==> src/verilog/rxs_pkg.sv <==
// rxs_pkg: constants and types for the reset and exception sequencer
// assumes: one 250 MHz core clock, byte-wide program memory
package rxs_pkg;
  // reset vector location in program memory
  localparam logic [15:0] RESET_VEC_ADDR = 16'h0000;
  localparam logic [15:0] RESET_VEC_ADDR_LO = 16'h0001;
  // least hold of the reset input during operation, in system clocks
  localparam int RESET_HOLD_CYCLES = 10;
  // interrupt mask bit position and value loaded by reset
  localparam int CCR_IMASK_BIT = 7;
  localparam logic [7:0] CCR_RESET_VAL = 8'h80;
  localparam logic [15:0] SP_RESET_VAL = 16'h0000;
  // length of the RxsInit phase in cycles; the peripheral initialise pulse also covers RxsReset
  localparam logic [3:0] INIT_CYCLES = 4'h2;

  typedef enum logic [2:0] {
    RxsReset, RxsInit, RxsVecHi, RxsVecLo, RxsFirst, RxsRun, RxsIrqEntry
  } rxs_state_t;
endpackage : rxs_pkg

==> src/verilog/rxs_sync.sv <==
// rxs_sync: two-flop synchroniser for the reset input
// assumes: input may change at any time relative to core_clk
`timescale 1ns/10ps
module rxs_sync (
  input wire logic core_clk,
  input wire logic rst,
  input wire logic asyncIn,
  output logic syncOut
);
  logic meta_q;

  always_ff @(posedge core_clk or posedge rst) begin
    if (rst) begin
      meta_q <= 1'b0;
      syncOut <= 1'b0;
    end else begin
      meta_q <= asyncIn;
      syncOut <= meta_q;
    end
  end
endmodule : rxs_sync

==> src/verilog/rxs_sequencer.sv <==
// rxs_sequencer: reset and exception sequencing for the cpu core
// assumes: memory answers a read one cycle after memRdEn, cpu reports
// instruction boundaries, interrupt controller holds irqReq level
//
// What this block does
// - a low reset input halts all processing and holds the reset state.
// - reset initialises cpu and peripherals and sets the interrupt mask.
// - the pc is loaded from the vector at 0000-0001, then fetching starts.
// - reset outranks interrupts in the state machine, but irqAccept is not gated by reset; its handling starts at release.
// - an interrupt waits for the current instruction or exception to end.
// - after reset the first instruction always runs before any interrupt.
// - with the mask bit set no maskable interrupt is accepted.
`timescale 1ns/10ps
module rxs_sequencer (
  input wire logic core_clk,
  input wire logic rst,
  input wire logic reset_in_n,
  input wire logic [7:0] memRdData,
  input wire logic instrDone,
  input wire logic irqReq,
  input wire logic irqEntryDone,
  input wire logic ccrWrEn,
  input wire logic [7:0] ccrWrData,
  output logic [15:0] memAddr,
  output logic memRdEn,
  output logic cpuHalt,
  output logic periphInit,
  output logic fetchStart,
  output logic irqAccept,
  output logic [15:0] pcLoad_q,
  output logic [7:0] condition_codes_reg,
  output logic [15:0] stack_pointer_reg
);
  // ---------------------------------------------------------------
  // reset input synchroniser
  // ---------------------------------------------------------------
  logic resetInSync;

  rxs_sync uSync (
    .core_clk(core_clk),
    .rst(rst),
    .asyncIn(reset_in_n),
    .syncOut(resetInSync)
  );

  // ---------------------------------------------------------------
  // sequencer state
  // ---------------------------------------------------------------
  rxs_pkg::rxs_state_t state_q;
  logic [3:0] initCnt_q;
  logic imask;
  logic irqTake;

  assign imask = condition_codes_reg[rxs_pkg::CCR_IMASK_BIT];
  // accept only at a boundary, unmasked, in normal running
  assign irqTake = (state_q == rxs_pkg::RxsRun) && instrDone && irqReq
                   && !imask;

  always_ff @(posedge core_clk or posedge rst) begin
    if (rst) begin
      state_q <= rxs_pkg::RxsReset;
    end else if (!resetInSync) begin
      state_q <= rxs_pkg::RxsReset;
    end else begin
      unique case (state_q)
        rxs_pkg::RxsReset: state_q <= rxs_pkg::RxsInit;
        rxs_pkg::RxsInit: begin
          if (initCnt_q == 4'h1) begin
            state_q <= rxs_pkg::RxsVecHi;
          end
        end
        rxs_pkg::RxsVecHi: state_q <= rxs_pkg::RxsVecLo;
        rxs_pkg::RxsVecLo: state_q <= rxs_pkg::RxsFirst;
        rxs_pkg::RxsFirst: begin
          if (instrDone) begin
            state_q <= rxs_pkg::RxsRun;
          end
        end
        rxs_pkg::RxsRun: begin
          if (irqTake) begin
            state_q <= rxs_pkg::RxsIrqEntry;
          end
        end
        rxs_pkg::RxsIrqEntry: begin
          if (irqEntryDone) begin
            state_q <= rxs_pkg::RxsRun;
          end
        end
        default: state_q <= rxs_pkg::RxsReset;
      endcase
    end
  end

  // ---------------------------------------------------------------
  // init counter
  // ---------------------------------------------------------------
  always_ff @(posedge core_clk or posedge rst) begin
    if (rst) begin
      initCnt_q <= 4'h0;
    end else if (state_q == rxs_pkg::RxsReset) begin
      initCnt_q <= rxs_pkg::INIT_CYCLES;
    end else if (state_q == rxs_pkg::RxsInit && initCnt_q != 4'h0) begin
      initCnt_q <= initCnt_q - 4'h1;
    end
  end

  // ---------------------------------------------------------------
  // vector fetch and pc load
  // ---------------------------------------------------------------
  always_ff @(posedge core_clk or posedge rst) begin
    if (rst) begin
      pcLoad_q <= 16'h0000;
    end else if (state_q == rxs_pkg::RxsVecLo) begin
      pcLoad_q[15:8] <= memRdData;
    end else if (state_q == rxs_pkg::RxsFirst && memRdEn == 1'b0
                 && fetchStart) begin
      pcLoad_q[7:0] <= memRdData;
    end
  end

  // low byte read lands one cycle after the RxsVecLo read
  logic loPending_q;
  always_ff @(posedge core_clk or posedge rst) begin
    if (rst) begin
      loPending_q <= 1'b0;
    end else begin
      loPending_q <= (state_q == rxs_pkg::RxsVecLo) && resetInSync;
    end
  end

  assign memRdEn = (state_q == rxs_pkg::RxsVecHi)
                   || (state_q == rxs_pkg::RxsVecLo);
  assign memAddr = (state_q == rxs_pkg::RxsVecLo) ?
                   rxs_pkg::RESET_VEC_ADDR_LO : rxs_pkg::RESET_VEC_ADDR;
  assign fetchStart = loPending_q && (state_q == rxs_pkg::RxsFirst);
  assign cpuHalt = (state_q == rxs_pkg::RxsReset)
                   || (state_q == rxs_pkg::RxsInit)
                   || (state_q == rxs_pkg::RxsVecHi)
                   || (state_q == rxs_pkg::RxsVecLo);
  assign periphInit = (state_q == rxs_pkg::RxsReset)
                      || (state_q == rxs_pkg::RxsInit);
  assign irqAccept = irqTake;

  // ---------------------------------------------------------------
  // condition codes and stack pointer
  // ---------------------------------------------------------------
  always_ff @(posedge core_clk or posedge rst) begin
    if (rst) begin
      condition_codes_reg <= rxs_pkg::CCR_RESET_VAL;
    end else if (periphInit) begin
      condition_codes_reg <= rxs_pkg::CCR_RESET_VAL;
    end else if (irqTake) begin
      condition_codes_reg[rxs_pkg::CCR_IMASK_BIT] <= 1'b1;
    end else if (ccrWrEn) begin
      condition_codes_reg <= ccrWrData;
    end
  end

  always_ff @(posedge core_clk or posedge rst) begin
    if (rst) begin
      stack_pointer_reg <= rxs_pkg::SP_RESET_VAL;
    end else if (periphInit) begin
      stack_pointer_reg <= rxs_pkg::SP_RESET_VAL;
    end
  end

  // ---------------------------------------------------------------
  // assertions
  // ---------------------------------------------------------------
  a_halt_in_reset: assert property (
    @(posedge core_clk) disable iff (rst)
    !resetInSync |=> cpuHalt && state_q == rxs_pkg::RxsReset)
    else $error("not halted while reset held");
  a_periph_held: assert property (
    @(posedge core_clk) disable iff (rst)
    !resetInSync |=> periphInit && !memRdEn && !fetchStart)
    else $error("processing went on while reset held");
  a_mask_on_init: assert property (
    @(posedge core_clk) disable iff (rst)
    periphInit |=> imask)
    else $error("mask not set by reset");
  // init phase lasts INIT_CYCLES, two clocks
  a_init_length: assert property (
    @(posedge core_clk) disable iff (rst || !resetInSync)
    state_q == rxs_pkg::RxsReset && resetInSync |=>
    state_q == rxs_pkg::RxsInit [*2] ##1 state_q == rxs_pkg::RxsVecHi)
    else $error("initialise phase has wrong length");
  a_hi_byte_first: assert property (
    @(posedge core_clk) disable iff (rst)
    state_q == rxs_pkg::RxsVecHi |->
    memRdEn && memAddr == rxs_pkg::RESET_VEC_ADDR)
    else $error("vector high byte not read first");
  a_vec_read_order: assert property (
    @(posedge core_clk) disable iff (rst)
    state_q == rxs_pkg::RxsVecHi && resetInSync |=>
    memRdEn && memAddr == rxs_pkg::RESET_VEC_ADDR_LO)
    else $error("vector low byte not read next");
  a_pc_from_vec: assert property (
    @(posedge core_clk) disable iff (rst)
    fetchStart |=> pcLoad_q == {$past(memRdData, 2), $past(memRdData)})
    else $error("pc not loaded from vector");
  a_release_start: assert property (
    @(posedge core_clk) disable iff (rst)
    state_q == rxs_pkg::RxsReset && resetInSync |=>
    state_q == rxs_pkg::RxsInit)
    else $error("handling did not start on release");
  a_irq_boundary: assert property (
    @(posedge core_clk) disable iff (rst)
    irqAccept |-> instrDone && state_q == rxs_pkg::RxsRun)
    else $error("interrupt taken off boundary");
  a_first_unmasked: assert property (
    @(posedge core_clk) disable iff (rst)
    fetchStart |-> !irqAccept ##1 !irqAccept)
    else $error("interrupt before first instruction");
  a_first_to_run: assert property (
    @(posedge core_clk) disable iff (rst)
    state_q == rxs_pkg::RxsFirst && instrDone && resetInSync |=>
    state_q == rxs_pkg::RxsRun)
    else $error("first instruction did not end the start phase");
  a_mask_blocks: assert property (
    @(posedge core_clk) disable iff (rst)
    imask |-> !irqAccept)
    else $error("masked interrupt accepted");
  a_sync_delay: assert property (
    @(posedge core_clk) disable iff (rst)
    $rose(reset_in_n) ##1 reset_in_n |=> resetInSync)
    else $error("sync delay wrong");
  c_reset_seq: cover property (@(posedge core_clk) disable iff (rst)
    state_q == rxs_pkg::RxsVecLo ##1 fetchStart);
  c_irq_taken: cover property (@(posedge core_clk) disable iff (rst)
    irqAccept);
  c_irq_masked: cover property (@(posedge core_clk) disable iff (rst)
    irqReq && instrDone && imask && state_q == rxs_pkg::RxsRun);
  c_reset_in_run: cover property (@(posedge core_clk) disable iff (rst)
    state_q == rxs_pkg::RxsRun && !resetInSync);
endmodule : rxs_sequencer

==> config.mk <==
export PLATFORM = sky130hd
export DESIGN_NAME = rxs_sequencer
export DESIGN_NICKNAME = d
export VERILOG_FILES = /design/src/verilog/rxs_pkg.sv /design/src/verilog/rxs_sync.sv /design/src/verilog/rxs_sequencer.sv
export SDC_FILE = /design/constraint.sdc
export NUM_CORES = 1
export LEC_CHECK = 0
export ABC_AREA = 1
export ABC_CLOCK_PERIOD_IN_PS = 1750
export BUFFER_PORTS_ARGS = -buffer_cell sky130_fd_sc_hd__buf_2
export CAP_MARGIN = 20
export CORE_MARGIN = 2
export CORE_UTILIZATION = 46
export CTS_BUF_LIST = sky130_fd_sc_hd__clkbuf_16
export CTS_CLUSTER_DIAMETER = 40
export CTS_CLUSTER_SIZE = 16
export DETAILED_ROUTE_END_ITERATION = 12
export PLACE_DENSITY = 0.77
export SLEW_MARGIN = 20
export SYNTH_ARGS = -nofsm -noshare
export SYNTH_HDL_FRONTEND = slang
export SYNTH_SLANG_ARGS = --single-unit
==> constraint.sdc <==
create_clock -name core_clk -period 1.75 [get_ports core_clk]
set_input_delay 0.0875 -clock core_clk [delete_from_list [all_inputs] [get_ports core_clk]]
set_output_delay 0.0875 -clock core_clk [all_outputs]
set_load 0.02 [all_outputs]
==> out/qor.txt <==
Hold Path Origin -> ccrWrData[4]
global-route wire length before repair -> 5520 microns
Core Region -> 3660 sq um
antenna fix cells -> 0
boundary pin count -> 84
Final Cycle Share -> 89.9%
final-layout setup total negative slack -> 0 ns
final setup vio count -> 0
clock-pin slew on the worst setup and hold paths -> 0.05 ns
initial standard-cell utilization of the core -> 48.2%
all-layer global routing usage -> 17.4%
max_cap viols -> 0
largest vdd supply drop -> 0.00111 V
synthesis-to-layout area growth -> 20.2%
via/cell ratio -> 4.46
Post-Synthesis Mean Instance Area -> 8.78 sq um
Routed Antenna Nets -> 0
number of clock buffers inserted by TritonCTS -> 5
drt total wl -> 3450 microns
reported leakage power -> 0.00119 uW
total congestion overflow -> 0
register area -> 852 sq um
Min Clock Period, post-route -> 1.57 ns
vias in the first global route -> 1212
critical path data required time -> 1.66 ns
Worst EP arrival -> 1.49 ns
power density over the cells -> 1760 nW/um^2
Clock Tree Root -> clkbuf_16
Setup Crit Path Kind -> flip-flop to primary output
number of buffers added on ports -> 52
final setup skew -> 0.00178 ns
number of antenna violations at the first check in global routing -> 0
number of hold violations in the final report -> 0
path type of the worst min-delay path -> input port to flip-flop
most common cell after layout, fill and taps aside -> buf_2
Largest register FFs -> 16
final net count -> 284
clock insertion delay at the later pin of the skew report -> 0.28 ns
number of iterations in the first detailed-routing pass -> 4
count of buffers added by post-CTS timing repair for setup -> 0
Die Footprint -> 4350 sq um
maximum number of pins on one net before global-route repair -> 35
layout cells sized above 1 -> 29.7%
multi-input gate area in the final layout -> 663 sq um
unique cell type count in the Yosys netlist -> 27
number of instances in the synthesized netlist -> 201
endpoint type of the worst setup path -> primary output
launch point of the worst reg-to-reg path -> state_q[0]
1st-iter DRT viols -> 33
fillers -> 351
maximum net fanout on the critical path -> 5
post-route DRC violation count -> 0
setup repair after global routing missed its margin -> false
Die Height -> 65.9 microns
number of warnings printed during yosys synthesis -> 0
clk sink count -> 34
total of flip-flops plus latches after synthesis -> 34
floorplan die width -> 65.9 microns
routed vias -> 1369
Post-DP HPWL -> 2410 microns
H-tree depth reported by CTS -> 2
drt wl/cell -> 11.2 microns
outcome -> completed
max-slew violations -> 0
commonest cells after routing, fill and taps aside -> buf_2, nand2_1, dfrtp_1
Startpoint Class -> flip-flop
count of standard-cell rows -> 22
start point of the critical path -> state_q[1]
post-route total power -> 3740 uW
number of buffers on the longest clock path -> 2
post-synthesis instance area -> 1760 sq um
sequential element share of the synthesized area -> 48.3%
routability cong. -> 0.751
TritonCTS clock tree -> done
achievable clock frequency -> 0.636 GHz
cell families after synthesis:
group                    Yosys count  share of synthesized area (%)
adder cells (fa/ha/maj)            2                           1.42
AND/OR/NAND/NOR                   73                           19.3
AO/OA/AOI/OAI                     32                           10.0
buffers and inverters             59                           20.8
flip-flops                        34                           48.3
other                              1                          0.213
layer usage:
metal	track usage (%)	part of all wire [%]	routed length, microns
met1	21.0	41	1410
met2	27.8	51	1750
met3	5.79	7.0	242
met4	8.93	1.2	40
met5	0	0	0
what timing repair did:
action,4_1_cts,5_1_grt
hold buffers,2,0
resized for setup,0,1
endpoints found under the hold margin,34,0
endpoints found under the setup margin,0,1
path summary, 6_finish.rpt:
kind | to | slack (ns) | depth (start not counted)
setup / recovery | irqAccept | 0.18 | 6
hold / removal | condition_codes_reg[4] | 0.06 | 3
setup reg to reg | condition_codes_reg[2] | 0.38 | 8
hold reg to reg | uSync.syncOut | 0.35 | 0
max in group asynchronous | condition_codes_reg[7] | 0.97 | 4
min in group asynchronous | uSync.meta_q | 0.46 | 4
synthesized netlist by cell type:
| cell type | count | area (sq um) |
|---|---|---|
| nor2_2 | 1 | 6.26 |
| o211ai_1 | 1 | 7.51 |
| o21ai_1 | 4 | 20.0 |
| nand2_2 | 4 | 25.0 |
| dfstp_2 | 1 | 26.3 |
| o21bai_1 | 1 | 7.51 |
| nand4_2 | 1 | 12.5 |
| a21oi_1 | 2 | 10.0 |
| nand2_1 | 42 | 158 |
| inv_6 | 1 | 8.76 |
| o21ai_0 | 21 | 105 |
| buf_12 | 1 | 20.0 |
| buf_6 | 1 | 11.3 |
| inv_2 | 2 | 7.51 |
| clkbuf_1 | 1 | 3.75 |
| o21ai_2 | 3 | 26.3 |
| nor3_2 | 1 | 10.0 |
| dfrtp_1 | 33 | 826 |
| nand4_1 | 1 | 6.26 |
| buf_4 | 31 | 233 |
| nand3_1 | 9 | 45.0 |
| conb_1 | 1 | 3.75 |
| nand2_4 | 3 | 33.8 |
| nor3_1 | 2 | 10.0 |
| nor2_1 | 9 | 33.8 |
| ha_1 | 2 | 25.0 |
| inv_1 | 22 | 82.6 |
where the power goes:
group	leakage [uW]	internal (uW)	total, uW	switching, uW
clock network	0.0000773	657	955	298
logic	0.000717	478	1540	1070
registers	0.000399	1070	1240	170
stage by stage:
stage / util (%) / hold WS [ns] / instances / setup slack, ns / cell area, sq um
after detailed placement: 52.9 / 0.197 / 298 / 0.263 / 1940
after floorplan: - / 0.119 / 231 / 0.352 / 1880
after global placement: 52.9 / 0.197 / 298 / 0.343 / 1940
after CTS: 57.8 / 0.0518 / 307 / 0.0321 / 2120
final: 57.9 / 0.0592 / 307 / 0.177 / 2120
after global routing: 57.9 / 0.0584 / 307 / 0.0687 / 2120
worst max-delay path: stages, from the launching register on:
cell and delay, ns:
dfrtp_1 0.38, inv_1 0.14, nand2_1 0.11, nor2_1 0.16, nand4_2 0.15, inv_1 0.10, buf_2 0.16
area by class of cell:
type                    count  share of cell area, %
flip-flops and latches     34                   40.2
clock buffers               5                   5.90
inverters                  25                   4.66
repair buffers             55                   13.6
clock inverters             2                   1.59
multi-input cells         138                   31.3
well taps                  48                   2.83
No activity file was read; power rests on OpenSTA's default activity.
